### config.mk
export PLATFORM = sky130hd
export DESIGN_NAME = port_c_alt_mux
export DESIGN_NICKNAME = d
export VERILOG_FILES = /design/src/include/port_c_mux_pkg.sv /design/src/rtl/port_c_alt_mux.sv /design/src/rtl/port_c_pin_sync.sv
export SDC_FILE = /design/constraint.sdc
export NUM_CORES = 1
export LEC_CHECK = 0
export BUFFER_PORTS_ARGS = -buffer_cell sky130_fd_sc_hd__buf_2
export CAP_MARGIN = 20
export CORE_MARGIN = 3
export CORE_UTILIZATION = 45
export DETAILED_ROUTE_END_ITERATION = 16
export PLACE_DENSITY = 0.82
export SLEW_MARGIN = 30
export SYNTH_ARGS = -nofsm -noshare
export SYNTH_HDL_FRONTEND = slang
export SYNTH_SLANG_ARGS = --single-unit
### constraint.sdc
create_clock -name i_clk_sys -period 1.3 [get_ports i_clk_sys]
set_input_delay 0.065 -clock i_clk_sys [delete_from_list [all_inputs] [get_ports i_clk_sys]]
set_output_delay 0.065 -clock i_clk_sys [all_outputs]
set_load 0.005 [all_outputs]
### src/include/port_c_mux_pkg.sv
package port_c_mux_pkg;
  // Number of pins on the port.
  localparam int PORT_WIDTH = 8;
  // First pin-change interrupt line fed by this port.
  localparam int PCINT_BASE = 8;
  // Bit positions of the pins with special roles.
  localparam int BIT_EXT_IRQ    = 0;
  localparam int BIT_MATCH_B    = 1;
  localparam int BIT_CAN_TX     = 2;
  localparam int BIT_CAN_RX     = 3;
  localparam int BIT_AN8        = 4;
  localparam int BIT_AN9        = 5;
  localparam int BIT_AN10       = 6;
  localparam int BIT_DAC        = 7;
  // Values after reset.
  localparam logic [7:0] RST_BYTE = 8'h00;
  localparam logic       RST_BIT  = 1'h0;
  // Number of flip-flops in each input synchroniser.
  localparam int SYNC_STAGES = 2;
endpackage : port_c_mux_pkg

### src/rtl/port_c_alt_mux.sv
// Notes on behaviour
// Port bit n drives pin-change line 8+n.
// Bit 7 carries DAC output and amplifier input.
// DAC enable and analog disables force input off.
// Software keeps amplifier pins input, pull-up off.
// Software keeps comparator pins input, pull-up off.
// Bit 3 feeds timer-one count, CAN receive, capture.
// Bit 2 feeds timer-zero count, carries CAN transmit.
// Match-B reaches pin only with direction set.
// Bit 1 match-B override; stage input, select read.
// SPI slave forces select pin to input.
// Slave SPI active only while select low.
// SPI master leaves select direction to software.
// Forced select pin pull-up follows latch bit.
// Stage output enable drives bit 0 as output.
// Bit 0 is external interrupt three source.
// Override enable replaces register setting per pin.
module port_c_alt_mux
(
  input  wire logic       i_clk_sys,               // System clock, 100 MHz.
  input  wire logic       i_srst,                  // Synchronous reset, active high.
  input  wire logic [7:0] i_port_latch,            // Software output latch bits.
  input  wire logic [7:0] i_port_dir,              // Software direction bits, 1 is output.
  input  wire logic       i_pullup_disable,        // Global pull-up disable.
  input  wire logic [7:0] i_pad_in,                // Raw pad levels from the board.
  input  wire logic       i_dac_enable_bit,        // DAC drives bit 7.
  input  wire logic       i_analog10_input_disable,// Digital input off on bit 6.
  input  wire logic       i_analog9_input_disable, // Digital input off on bit 5.
  input  wire logic       i_analog8_input_disable, // Digital input off on bit 4.
  input  wire logic       i_match_b_out_enable,    // Timer-one match B owns the bit 1 value.
  input  wire logic       i_timer_one_match_b_out, // Timer-one match B level.
  input  wire logic       i_can_transmit_pin,      // CAN transmit data.
  input  wire logic       i_can_tx_enable,         // CAN transmitter owns bit 2.
  input  wire logic       i_stage_out_enable_10,   // Power stage owns bit 0.
  input  wire logic       i_stage_out_value_10,    // Power stage output level.
  input  wire logic       i_ext_irq3_enable,       // External interrupt 3 enabled.
  input  wire logic       i_spi_enable,            // SPI enabled.
  input  wire logic       i_spi_master,            // SPI is master.
  input  wire logic       i_port_d0_latch,         // Latch bit of the select pin.
  input  wire logic       i_direction_bit_d0,      // Direction bit of the select pin.
  output logic [7:0]      o_pad_out,               // Pad output levels.
  output logic [7:0]      o_pad_oe,                // Pad output enables, high drives.
  output logic [7:0]      o_pad_pullup,            // Pad pull-up enables.
  output logic [7:0]      o_pad_input_en,          // Digital input enables.
  output logic [7:0]      o_pin_read_value,        // Read-back of the pins.
  output logic [15:8]     o_pin_change_line,       // Pin-change lines 8 to 15.
  output logic            o_timer_one_count_input, // Timer-one count source.
  output logic            o_timer_zero_count_input,// Timer-zero count source.
  output logic            o_can_receive_pin,       // CAN receive data.
  output logic            o_capture_alt_input,     // Timer-one alternate capture.
  output logic            o_power_stage_input_1,   // Power stage digital input 1.
  output logic            o_alt_slave_select,      // Alternate SPI slave select level.
  output logic            o_spi_slave_active,      // Slave SPI selected.
  output logic            o_ext_irq_3,             // External interrupt 3 level.
  output logic            o_dac_out_enable,        // DAC analog path on bit 7.
  output logic            o_select_pullup,         // Pull-up of the select pin.
  output logic            o_select_dir             // Direction of the select pin.
);
  logic [7:0] sync_pad;       // Synchronised pad levels.
  logic [7:0] pullup_override_enable;
  logic [7:0] pullup_override_value;
  logic [7:0] direction_override_enable;
  logic [7:0] direction_override_value;
  logic [7:0] pin_value_override_enable;
  logic [7:0] pin_value_override_value;
  logic [7:0] input_enable_override_enable;
  logic [7:0] input_enable_override_value;
  logic [7:0] pad_out_next;   // Resolved output levels.
  logic [7:0] pad_oe_next;    // Resolved directions.
  logic [7:0] pad_pu_next;    // Resolved pull-ups.
  logic [7:0] pad_ie_next;    // Resolved input enables.
  logic [7:0] pin_read_next;  // Gated read-back.
  logic       select_forced;  // SPI slave owns the select pin.

  // Pad levels come from the board, so they are synchronised first.
  port_c_pin_sync u_sync
  (
    .i_clk_sys (i_clk_sys),
    .i_srst    (i_srst),
    .i_async   (i_pad_in),
    .o_sync    (sync_pad)
  );

  // Pick the override when enabled, else the register setting.
  function automatic logic pick(input logic ovr_en, input logic ovr_val, input logic reg_val);
    pick = ovr_en ? ovr_val : reg_val;
  endfunction : pick

  // Override table of the port. No pin overrides its pull-up.
  always_comb
  begin
    pullup_override_enable       = 8'h00;
    pullup_override_value        = 8'h00;
    direction_override_enable    = 8'h00;
    direction_override_value     = 8'h00;
    pin_value_override_enable    = 8'h00;
    pin_value_override_value     = 8'h00;
    input_enable_override_enable = 8'h00;
    input_enable_override_value  = 8'h00;
    // The DAC owns bit 7: output driver and digital input are both off.
    direction_override_enable[port_c_mux_pkg::BIT_DAC]    = i_dac_enable_bit;
    input_enable_override_enable[port_c_mux_pkg::BIT_DAC] = i_dac_enable_bit;
    // Analog input disables only switch the digital input off.
    input_enable_override_enable[port_c_mux_pkg::BIT_AN10] = i_analog10_input_disable;
    input_enable_override_enable[port_c_mux_pkg::BIT_AN9]  = i_analog9_input_disable;
    input_enable_override_enable[port_c_mux_pkg::BIT_AN8]  = i_analog8_input_disable;
    // Bits 3 and 2 are inputs for the timers; CAN transmit takes bit 2 as output.
    direction_override_value[port_c_mux_pkg::BIT_CAN_RX] = 1'h1;
    direction_override_value[port_c_mux_pkg::BIT_CAN_TX] = 1'h1;
    direction_override_enable[port_c_mux_pkg::BIT_CAN_TX] = i_can_tx_enable;
    pin_value_override_enable[port_c_mux_pkg::BIT_CAN_TX] = i_can_tx_enable;
    pin_value_override_value[port_c_mux_pkg::BIT_CAN_TX]  = i_can_transmit_pin;
    // Match B overrides only the value; direction stays with software.
    pin_value_override_enable[port_c_mux_pkg::BIT_MATCH_B] = i_match_b_out_enable;
    pin_value_override_value[port_c_mux_pkg::BIT_MATCH_B]  = i_timer_one_match_b_out;
    // Power stage makes bit 0 an output carrying its own level.
    direction_override_enable[port_c_mux_pkg::BIT_EXT_IRQ] = i_stage_out_enable_10;
    direction_override_value[port_c_mux_pkg::BIT_EXT_IRQ]  = 1'h1;
    pin_value_override_enable[port_c_mux_pkg::BIT_EXT_IRQ] = i_stage_out_enable_10;
    pin_value_override_value[port_c_mux_pkg::BIT_EXT_IRQ]  = i_stage_out_value_10;
    // Interrupt 3 forces the digital input enable of bit 0 on.
    input_enable_override_enable[port_c_mux_pkg::BIT_EXT_IRQ] = i_ext_irq3_enable;
    input_enable_override_value[port_c_mux_pkg::BIT_EXT_IRQ]  = i_ext_irq3_enable;
  end

  // Resolve every pin the same way; pull-up needs input, latch high, not disabled.
  genvar gi;
  generate
    for (gi = 0; gi < port_c_mux_pkg::PORT_WIDTH; gi++)
    begin : g_pin
      always_comb
      begin
        pad_oe_next[gi]   = pick(direction_override_enable[gi], direction_override_value[gi],
                                 i_port_dir[gi]);
        pad_out_next[gi]  = pick(pin_value_override_enable[gi], pin_value_override_value[gi],
                                 i_port_latch[gi]);
        pad_pu_next[gi]   = pick(pullup_override_enable[gi], pullup_override_value[gi],
                                 i_port_latch[gi] & ~i_port_dir[gi] & ~i_pullup_disable);
        pad_ie_next[gi]   = pick(input_enable_override_enable[gi],
                                 input_enable_override_value[gi], 1'h1);
        pin_read_next[gi] = sync_pad[gi] & pad_ie_next[gi];
      end
    end
  endgenerate

  // Slave mode takes the select pin away from its direction bit.
  assign select_forced = i_spi_enable & ~i_spi_master;

  // Pad drive registers; match B only leaves the chip while the direction bit is one.
  always_ff @(posedge i_clk_sys)
  begin
    if (i_srst)
    begin
      o_pad_out      <= port_c_mux_pkg::RST_BYTE;
      o_pad_oe       <= port_c_mux_pkg::RST_BYTE;
      o_pad_pullup   <= port_c_mux_pkg::RST_BYTE;
      o_pad_input_en <= port_c_mux_pkg::RST_BYTE;
    end
    else
    begin
      o_pad_out      <= pad_out_next;
      o_pad_oe       <= pad_oe_next;
      o_pad_pullup   <= pad_pu_next;
      o_pad_input_en <= pad_ie_next;
    end
  end

  // Read-back and peripheral inputs, all from the gated pin value.
  always_ff @(posedge i_clk_sys)
  begin
    if (i_srst)
    begin
      o_pin_read_value         <= port_c_mux_pkg::RST_BYTE;
      o_pin_change_line        <= port_c_mux_pkg::RST_BYTE;
      o_timer_one_count_input  <= port_c_mux_pkg::RST_BIT;
      o_timer_zero_count_input <= port_c_mux_pkg::RST_BIT;
      o_can_receive_pin        <= port_c_mux_pkg::RST_BIT;
      o_capture_alt_input      <= port_c_mux_pkg::RST_BIT;
      o_power_stage_input_1    <= port_c_mux_pkg::RST_BIT;
      o_alt_slave_select       <= port_c_mux_pkg::RST_BIT;
      o_ext_irq_3              <= port_c_mux_pkg::RST_BIT;
    end
    else
    begin
      o_pin_read_value         <= pin_read_next;
      o_pin_change_line        <= pin_read_next;
      o_timer_one_count_input  <= pin_read_next[port_c_mux_pkg::BIT_CAN_RX];
      o_can_receive_pin        <= pin_read_next[port_c_mux_pkg::BIT_CAN_RX];
      o_capture_alt_input      <= pin_read_next[port_c_mux_pkg::BIT_CAN_RX];
      o_timer_zero_count_input <= pin_read_next[port_c_mux_pkg::BIT_CAN_TX];
      o_power_stage_input_1    <= pin_read_next[port_c_mux_pkg::BIT_MATCH_B];
      o_alt_slave_select       <= pin_read_next[port_c_mux_pkg::BIT_MATCH_B];
      o_ext_irq_3              <= pin_read_next[port_c_mux_pkg::BIT_EXT_IRQ];
    end
  end

  // Slave-select control and DAC path. The select pin level is low-active.
  always_ff @(posedge i_clk_sys)
  begin
    if (i_srst)
    begin
      o_spi_slave_active <= port_c_mux_pkg::RST_BIT;
      o_dac_out_enable   <= port_c_mux_pkg::RST_BIT;
      o_select_pullup    <= port_c_mux_pkg::RST_BIT;
      o_select_dir       <= port_c_mux_pkg::RST_BIT;
    end
    else
    begin
      o_spi_slave_active <= select_forced & ~pin_read_next[port_c_mux_pkg::BIT_MATCH_B];
      o_dac_out_enable   <= i_dac_enable_bit;
      // Even when forced to input, the pull-up still tracks the latch bit.
      o_select_pullup    <= (select_forced | ~i_direction_bit_d0) & i_port_d0_latch
                            & ~i_pullup_disable;
      o_select_dir       <= select_forced ? 1'h0 : i_direction_bit_d0;
    end
  end

  // Input enable on bit 7 stays low while the DAC is on.
  property p_dac_input_off;
    @(posedge i_clk_sys) disable iff (i_srst)
      i_dac_enable_bit |=> !o_pad_input_en[7] && !o_pad_oe[7];
  endproperty
  a_dac_input_off: assert property (p_dac_input_off)
    else $error("DAC pin not released");

  // A slave-mode select pin is never driven.
  property p_slave_input;
    @(posedge i_clk_sys) disable iff (i_srst)
      select_forced |=> !o_select_dir;
  endproperty
  a_slave_input: assert property (p_slave_input)
    else $error("Select pin driven in slave mode");

  // Master mode follows software direction.
  property p_master_dir;
    @(posedge i_clk_sys) disable iff (i_srst)
      !select_forced |=> o_select_dir == $past(i_direction_bit_d0);
  endproperty
  a_master_dir: assert property (p_master_dir)
    else $error("Select direction ignores software");

  // Slave active needs slave mode.
  property p_slave_active;
    @(posedge i_clk_sys) disable iff (i_srst)
      o_spi_slave_active |-> $past(select_forced);
  endproperty
  a_slave_active: assert property (p_slave_active)
    else $error("Slave active outside slave mode");

  // Stage output makes bit 0 an output with its level.
  property p_stage_out;
    @(posedge i_clk_sys) disable iff (i_srst)
      i_stage_out_enable_10 |=> o_pad_oe[0] && o_pad_out[0] == $past(i_stage_out_value_10);
  endproperty
  a_stage_out: assert property (p_stage_out)
    else $error("Stage output not on bit 0");

  // Match B value on bit 1.
  property p_match_b;
    @(posedge i_clk_sys) disable iff (i_srst)
      i_match_b_out_enable |=> o_pad_out[1] == $past(i_timer_one_match_b_out);
  endproperty
  a_match_b: assert property (p_match_b)
    else $error("Match B value wrong");

  // Interrupt 3 keeps the input on.
  property p_irq3_input;
    @(posedge i_clk_sys) disable iff (i_srst)
      i_ext_irq3_enable |=> o_pad_input_en[0];
  endproperty
  a_irq3_input: assert property (p_irq3_input)
    else $error("Interrupt 3 input gated");

  // Pin-change lines mirror read-back; the end lines must come from the end bits.
  // The first edge after reset is skipped, since the flops were cleared there.
  property p_pin_change;
    @(posedge i_clk_sys) disable iff (i_srst)
      !$past(i_srst) |-> o_pin_change_line == o_pin_read_value
        && o_pin_change_line[8] == $past(sync_pad[0] & pad_ie_next[0])
        && o_pin_change_line[15] == $past(sync_pad[7] & pad_ie_next[7]);
  endproperty
  a_pin_change: assert property (p_pin_change)
    else $error("Pin-change line mismatch");
endmodule : port_c_alt_mux

### src/rtl/port_c_pin_sync.sv
module port_c_pin_sync
(
  input  wire logic       i_clk_sys,  // System clock.
  input  wire logic       i_srst,     // Synchronous reset, active high.
  input  wire logic [7:0] i_async,    // Raw pad levels.
  output logic      [7:0] o_sync      // Synchronised pad levels.
);
  // First stage; read only by the second stage.
  logic [7:0] meta_reg;

  // Two-flop synchroniser, one bit per pad.
  always_ff @(posedge i_clk_sys)
  begin
    if (i_srst)
    begin
      meta_reg <= port_c_mux_pkg::RST_BYTE;
      o_sync   <= port_c_mux_pkg::RST_BYTE;
    end
    else
    begin
      meta_reg <= i_async;
      o_sync   <= meta_reg;
    end
  end
endmodule : port_c_pin_sync

==> results of run 1 <==
power by group through the flow:
stage               clock [uW]  combinational [uW]  sequential, uW
detailed placement           0                 240            1880
finish                    1330                 323            1840
CTS                       1370                 325            1840
global placement             0                 237            1880
floorplan                    0                 112            1890
global route              1460                 358            1850
worst max-delay path, cell delays in order:
cell and delay [ns]:
dlygate4sd3_1 0.53, buf_2 0.12, mux2i_1 0.12, dlygate4sd3_1 0.56, nor2_1 0.04
through the flow:
stage | hold slack [ns] | worst slack, ns | util [%] | area (um^2) | cells
after global placement | 0.232 | 0.502 | 60.1 | 2110 | 267
after CTS | 0.00884 | 0.0798 | 74.4 | 2620 | 314
after detailed placement | 0.236 | 0.483 | 60.1 | 2110 | 267
after floorplan | 0.141 | 0.652 | - | 1720 | 145
final | 0.00142 | 0.0804 | 73.9 | 2600 | 312
after global routing | 0.0136 | 0.0183 | 73.9 | 2600 | 312
cell usage after synthesis:
cell type	instances
a2111oi_2	1
nor2b_1	31
and2_1	5
buf_4	18
nor3b_1	5
nand2b_1	1
inv_1	2
buf_6	3
and3_1	1
dfxtp_1	57
clkbuf_1	1
nor4b_1	3
mux2i_1	3
buf_2	2
nor2_1	11
nor3_1	1
metal layers:
layer / vias to the layer above / track usage [%]
met3: 11 / 10.7
met1: 571 / 17.2
li1: 669 / -
met5: - / 0
met4: 0 / 13.6
met2: 71 / 30.3
path summary, 6_finish.rpt:
check,start,end,slack [ns],cells after the start
min reg2reg,u_sync.o_sync[7],o_pin_change_line[15],0.43,1
min,i_port_latch[0],o_pad_out[0],0.001,3
max,i_timer_one_match_b_out,o_pad_out[1],0.08,5
max reg2reg,u_sync.o_sync[1],o_spi_slave_active,0.75,1
cell families (layout without fill, tap and decap cells):
kind of cell           count (synthesis)  count (layout)  synth area share (%)
muxes                                  3               3                  1.74
and+or+nand+nor                       58              58                  20.2
AOI/OAI and AO/OA                      1               1                 0.871
DFF                                   57              57                  66.2
buffers and inverters                 26             147                  11.0
cell type report:
type / instances / area share [%]
Sequential cell: 57 / 43.9
Timing Repair Buffer: 133 / 32.5
Multi-Input combinational cell: 62 / 15.1
Clock buffer: 11 / 5.82
Tap cell: 46 / 2.21
Inverter: 2 / 0.289
Clock inverter: 1 / 0.192
what timing repair did:
action                                  CTS  global route
hold buffers                             35             0
endpoints found under the setup margin    0             2
endpoints found under the hold margin    38             0
==> metrics.md, run 1 <==
| Metric | Value |
|---|---|
| H-tree Lvls | 3 |
| Met2 routed WL | 1.85 mm |
| CP required | 1.51 ns |
| Largest cells by area after synthesis | dfxtp_1 66%, nor2b_1 11%, buf_4 7.8%, nor2_1 2.4%, nor3b_1 2.2% |
| Final HPWL DP | 2.30 mm |
| Seq. cell area | 0.00114 mm^2 |
| Skew final | 0.00309 ns |
| First-pass GRT wire length | 5.97 mm |
| Reg power frac | 52.8% |
| Io pins | 101 |
| Post_cts resized | 0 |
| P_int | 2770 uW |
| Fmax | 820 MHz |
| Top routing layer in use | met4 |
| Total number of vias | 1,322 |
| Ant. Diodes | 0 |
| Unrepaired setup endpoints after global routing | false |
| Switching share of total power | 20.6% |
| Max Buffers Root-to-Sink | 2 |
| Synthesized area | 0.00172 mm^2 |
| Seq/Total Area, Yosys | 66.2% |
| Multi-input gate area | 393 um^2 |
| Worst skew pair latency | 0.31 ns |
| Sink Count | 57 |
| Syn_area_per_cell | 11.9 um^2 |
| Worst Setup Start Kind | input pin |
| Run status | complete, no violations |
| Final setup vio count | 0 |
| Gpl congestion | 0.691 |
| Drt wl/cell | 12.2 um |
| Post-CTS setup buffers | 0 |
| Initial antenna violation count | 0 |
| Syn_nets | 187 |
| Area leader, netlist | dfxtp_1 |
| Maxcap violations | 0 |
| Synth Warn # | 0 |
| Pre-antenna DRT Iters | 4 |
| GRT overflow | 0 |
| Largest net degree at the start of global routing | 47 |
| HP Class | in2reg |
| Synth Register Bits | 57 |
| Placement Rows | 21 |
| Logic pwr share | 9.2% |
| Final nets | 307 |
| WS Path Type | in2reg |
| Final ANT Viol Nets | 0 |
| Core box area | 0.00352 mm^2 |
| Period utilization | 93.8% |
| Setup TNS | 0 ns |
| Post-Syn Instances | 145 |
| Share of layout cells above drive strength 1 | 42.5% |
| Die height | 67.9 um |
| Crit path time final | 1.22 ns |
| Total power | 3490 uW |
| Die width | 67.9 um |
| CTS tree | yes |
| Synth top area share | 66.2% |
| Clk slew on worst S/H paths | 0.06 ns |
| Initial Util | 49.0% |
| Slew HR | 82.4% |
| Root Driver | clkbuf_8 |
| Sw power | 721 uW |
| Total CTS buffers | 9 |
| I/O Buffers | 99 |
| Fillcell total | 247 |
| Die ar. | 0.00461 mm^2 |
| DRC Markers | 0 |
| Clock share of power | 38.0% |
| Vias in the first global route | 1,385 |
| Crit path arrival time | 1.43 ns |
| Total track usage | 18.6% |
| M1 WL | 1.41 mm |
| Final hold vios | 0 |
| DRT iter0 DRCs | 60 |
| Pwr/cell area | 1340 mW/mm^2 |
| Vias/cell | 4.24 |
| Routed wl met3 | 467 um |
| Leak Pwr | 0.00131 uW |
| Max IR drop VDD | 0.820 mV |
| WL final | 3.81 mm |
| Synth unique cells | 16 |
| Slew @ Worst Pin | 0.260 ns |
| Most frequent cells in the layout | 99 x buf_2, 57 x dfxtp_1, 33 x dlygate4sd3_1 |
| Crit. End Element | flop |
| Commonest non-fill, non-tap cell in the layout | buf_2 |
| Area delta synth->final | 50.9% |
| Fin. max-slew vios | 0 |
| Worst Path Max Fanout | 1 |
No activity file was read; power rests on OpenSTA's default activity.
==> run 2, diff against run 1 <==
ABC_AREA = 1   (was not set)
CORE_UTILIZATION = 46   (was 45)
PLACE_DENSITY = 0.83   (was 0.82)
==> run 2 against run 1 <==
Compared with the run above: power grew 1.2%; critical path depth unchanged; clock skew is 0.0020 ns higher; synthesized cell count rose by 32%; worst setup slack worse by 0.076 ns; flip-flop and latch count unchanged; critical path type unchanged; largest cell class unchanged.
==> metrics.md, run 2 <==
| Metric | Value |
|---|---|
| Crit. End Element | flop |
| Worst Path Max Fanout | 2 |
| Vias in the first global route | 1,462 |
| Gpl congestion | 0.793 |
| Total track usage | 18.6% |
| Largest net degree at the start of global routing | 18 |
| Largest cells by area after synthesis | dfxtp_1 64%, nor2_1 10%, inv_1 7.9%, buf_4 7.5%, buf_6 3.1% |
| Fin. max-slew vios | 0 |
| Fmax | 772 MHz |
| Vias/cell | 4.07 |
| Final HPWL DP | 2.59 mm |
| Worst Setup Start Kind | input pin |
| DRT iter0 DRCs | 42 |
| WS Path Type | in2reg |
| Post-synth EDFFs | 0 |
| Core box area | 0.00372 mm^2 |
| Max IR drop VDD | 0.787 mV |
| Syn_area_per_cell | 9.39 um^2 |
| Post-Syn Instances | 191 |
| Hold Crit Depth | 3 |
| Placed inst area | 0.00217 mm^2 |
| DRC Markers | 0 |
| Worst skew pair latency | 0.31 ns |
| Synth top area share | 63.6% |
| Dpl ws | 0.404 ns |
| Crit path arrival time | 1.49 ns |
| WHS | 0.0175 ns |
| Reg2Reg Depth | 1 |
| Fillcell total | 290 |
| Share of layout cells above drive strength 1 | 35.4% |
| Hold path startpoint | i_can_tx_enable |
| Period utilization | 99.7% |
| Crit Reg-Reg Endpoint | o_pin_change_line[14] |
| Max Buffers Root-to-Sink | 2 |
| Area delta synth->final | 52.0% |
| Pwr/cell area | 1300 mW/mm^2 |
| Final ANT Viol Nets | 0 |
| Slew HR | 80.1% |
| Most frequent cells in the layout | 99 x buf_2, 57 x dfxtp_1, 49 x nor2_1 |
| Slew @ Worst Pin | 0.298 ns |
| Most numerous cell in the Yosys netlist | dfxtp_1 |
| Design area | 0.00273 mm^2 |
| Placed insts | 317 |
| Hold EP | o_pad_oe[2] |
| Maxcap violations | 0 |
| WL final | 4.10 mm |
| Total CTS buffers | 9 |
| Run status | complete, no violations |
| Final nets | 361 |
| Final setup margin | 0.00398 ns |
| Initial antenna violation count | 0 |
| Setup TNS | 0 ns |
| Placement Rows | 22 |
| Post_cts resized | 0 |
| Initial Util | 48.3% |
| Leak Pwr | 0.00150 uW |
| I/O Buffers | 99 |
| Crit path time final | 1.30 ns |
| Final setup vio count | 0 |
| Synth Register Bits | 57 |
| Syn_nets | 233 |
| Synthesized area | 0.00179 mm^2 |
| Pre-antenna DRT Iters | 4 |
| Clk slew on worst S/H paths | 0.06 ns |
| Total number of vias | 1,506 |
| Synth unique cells | 13 |
| First-pass GRT wire length | 6.13 mm |
| Unrepaired setup endpoints after global routing | false |
| Reg2Reg Setup Slack | 0.76 ns |
| Area leader, netlist | dfxtp_1 |
| Synth Warn # | 0 |
| Root Driver | clkbuf_8 |
| Final hold vios | 0 |
| Drt wl/cell | 11.1 um |
| Die width | 68.5 um |
| Sink Count | 57 |
| Commonest non-fill, non-tap cell in the layout | buf_2 |
| Die ar. | 0.00469 mm^2 |
| Top cells by count, synth | 57 x dfxtp_1, 49 x nor2_1, 38 x inv_1 |
| Skew final | 0.00510 ns |
| Worst r2r src | u_sync.o_sync[6] |
| Asr flop ratio synth | 0% |
| Die height | 68.5 um |
| Commonest register cell after synthesis | dfxtp_1 |
| Seq/Total Area, Yosys | 63.6% |
| Ant. Diodes | 0 |
| CTS tree | yes |
| Post-CTS setup buffers | 0 |
| GRT overflow | 0 |
| Io pins | 101 |
| H-tree Lvls | 3 |
| Fin cells | 370 |
| HP Class | in2reg |
| CP required | 1.50 ns |
-- run 2: cell type report --
| cell class | count | area, um^2 | share of cell area (%) |
|---|---|---|---|
| Clock buffer | 14 | 163 | 5.97 |
| Inverter | 38 | 143 | 5.23 |
| Tap cell | 48 | 60.1 | 2.20 |
| Multi-Input combinational cell | 73 | 319 | 11.7 |
| Timing Repair Buffer | 140 | 901 | 33.0 |
| Sequential cell | 57 | 1140 | 41.9 |
-- run 2: critical path: stages --
cell           delay [ns]
dlygate4sd3_1        0.55
buf_2                0.14
a21oi_1              0.15
nor2_1               0.05
dlygate4sd3_1        0.54
-- run 2: per-layer routing --
metal / wire (um) / global-route usage [%]
met5: 0 / 0
met4: 122 / 10.9
met3: 249 / 5.25
met2: 2310 / 36.1
met1: 1420 / 16.6
-- run 2: worst max-delay path by stage --
stage | startpoint | endpoint | depth (start not counted)
after global placement | i_srst | o_pad_pullup[7] | 4
final | i_spi_enable | o_select_pullup | 5
after detailed placement | i_srst | o_pad_pullup[5] | 4
after global routing | i_spi_enable | o_select_pullup | 5
after CTS | i_spi_enable | o_select_pullup | 5
after floorplan | o_pin_change_line[11] | o_capture_alt_input | 1
-- run 2: logic make-up after synthesis --
family | share of synthesized area (%)
AOI/OAI and AO/OA | 1.12
buffers and inverters | 18.6
DFF | 63.6
and+or+nand+nor | 16.7
-- run 2: report_power, final --
part	switching, uW	leakage (uW)	internal [uW]
Combinational	147	0.000948	193
Sequential	21.2	0.000471	1830
Clock	571	0.0000826	776
-- run 2: metrics by stage --
step                utilization (%)  total power (uW)
floorplan                         -              2020
global placement               58.5              2130
detailed placement             58.5              2140
CTS                            73.4              3570
global route                   73.4              3700
finish                         73.4              3530
-- run 2: timing repair --
item,4_1_cts,5_1_grt
hold buffers,39,0
hold endpoints to repair,40,0
setup endpoints to repair,0,0
==> run 3, diff against run 2 <==
BUFFER_PORTS_ARGS = not set   (was -buffer_cell sky130_fd_sc_hd__buf_2)
CORE_UTILIZATION = 50   (was 46)
DONT_BUFFER_PORTS = 1   (was not set)
PLACE_DENSITY = not set   (was 0.83)
==> run 3 against run 2 <==
Compared with the run above: die area fell by 7.3%; cell count fell by 25%; non-clock buffer count fell by 90; worst setup slack improved by 0.024 ns; largest power group unchanged; register-to-register slack got worse by 0.48 ns; cell area fell by 15%; clock skew rose by 0.0036 ns; critical path type unchanged; via count fell by 16%; highest routed layer unchanged.
==> metrics.md, run 3 (synthesis gave the netlist of run 2 again) <==
| Metric | Value |
|---|---|
| Fin. max-slew vios | 0 |
| Pre-antenna DRT Iters | 4 |
| Clk slew on worst S/H paths | 0.09 ns |
| Placed insts | 214 |
| Final hold vios | 0 |
| GRT overflow | 0 |
| Crit path time final | 1.27 ns |
| Commonest non-fill, non-tap cell in the layout | dfxtp_1 |
| Crit. End Element | flop |
| WS Path Type | in2reg |
| Total track usage | 18.3% |
| I/O Buffers | 0 |
| Slew @ Worst Pin | 0.268 ns |
| Crit path arrival time | 1.55 ns |
| CP required | 1.57 ns |
| Placement Rows | 21 |
| WL final | 3.64 mm |
| Fmax | 786 MHz |
| CTS tree | yes |
| Maxcap violations | 0 |
| Worst Setup Start Kind | input pin |
| Design area | 0.00231 mm^2 |
| Setup TNS | 0 ns |
| Skew final | 0.00872 ns |
| Initial Util | 52.9% |
| Die width | 65.9 um |
| Pwr/cell area | 1460 mW/mm^2 |
| Root Driver | clkbuf_4 |
| Worst skew pair latency | 0.37 ns |
| Fillcell total | 240 |
| Max Buffers Root-to-Sink | 2 |
| Hold buffers post-CTS | 50 |
| Post-CTS setup buffers | 0 |
| Drt wl/cell | 13.0 um |
| Fin cells | 279 |
| Run status | complete, no violations |
| Gpl congestion | 0.613 |
| Vias in the first global route | 1,216 |
| Hold Crit Depth | 2 |
| Final HPWL DP | 1.93 mm |
| Hold path startpoint | i_srst |
| Vias/cell | 4.51 |
| Final ANT Viol Nets | 0 |
| Sink Count | 57 |
| Area delta synth->final | 28.7% |
| Period utilization | 97.9% |
| H-tree Lvls | 3 |
| Reg2Reg Setup Slack | 0.28 ns |
| Worst Path Max Fanout | 45 |
| Post_cts resized | 0 |
| Worst r2r src | u_sync.o_sync[3] |
| Share of layout cells above drive strength 1 | 7.30% |
| Unrepaired setup endpoints after global routing | false |
| Die height | 65.9 um |
| Setup crit start | i_srst |
| DRT iter0 DRCs | 47 |
| Largest net degree at the start of global routing | 46 |
| First-pass GRT wire length | 5.55 mm |
| DRC Markers | 0 |
| Total number of vias | 1,259 |
| Initial antenna violation count | 0 |
| Max IR drop VDD | 0.925 mV |
| Core box area | 0.00339 mm^2 |
| Util after Layout | 68.1% |
| Io pins | 101 |
| Reg2Reg Depth | 3 |
| Final setup vio count | 0 |
| Slew HR | 82.1% |
| Final nets | 271 |
| Die ar. | 0.00434 mm^2 |
| Leak Pwr | 0.00107 uW |
| WHS | 0.296 ns |
| Total CTS buffers | 9 |
| Placed inst area | 0.00166 mm^2 |
| HP Class | in2reg |
| Ant. Diodes | 0 |
| Most frequent cells in the layout | 57 x dfxtp_1, 49 x nor2_1, 49 x dlygate4sd3_1 |
run 3: cell types whose count changed in the layout (fill, tap and decap cells not counted), moves of 2 or more:
cell           previous run  this run
buf_2                    99         0
clkbuf_1                  3         1
clkbuf_8                 11         2
buf_4                     2         0
clkbuf_4                  0         9
dlygate4sd3_1            39        49
clkinv_2                  0         2
run 3: per-stage QoR:
stage | total power, uW | worst slack (ns)
floorplan | 2020 | 0.738
global placement | 1980 | 0.739
detailed placement | 1990 | 0.717
CTS | 3390 | 0.114
global route | 3500 | 0.0176
finish | 3360 | 0.0278
run 3: where the power goes:
part / switching (uW) / internal, uW / total [uW]
clock: 582 / 677 / 1260
combinational: 104 / 136 / 240
sequential: 40.7 / 1820 / 1860
run 3: final cells by class:
| class | count | area (um^2) | area share (%) |
|---|---|---|---|
| multi-input cells | 73 | 319 | 13.8 |
| well taps | 46 | 57.6 | 2.49 |
| flip-flops and latches | 57 | 1140 | 49.4 |
| inverters | 38 | 143 | 6.18 |
| clock buffers | 12 | 98.8 | 4.28 |
| repair buffers | 50 | 510 | 22.1 |
| clock inverters | 3 | 40.0 | 1.73 |
run 3: final timing paths:
| path | end |
|---|---|
| hold reg to reg | o_pin_change_line[10] |
| setup reg to reg | o_pin_change_line[11] |
| hold / removal | o_pad_pullup[2] |
| setup / recovery | o_pin_change_line[11] |
run 3: metal layers:
layer	global-route usage [%]	up-vias	share of wire, %
met5	0	-	0
met4	13.5	0	3.1
met3	9.01	17	11
met2	31.5	79	50
met1	16.1	550	35
li1	-	613	-
run 3: critical path, stage by stage:
cell           delay (ns)
dlygate4sd3_1        0.62
buf_12               0.24
nor2_1               0.07
dlygate4sd3_1        0.54
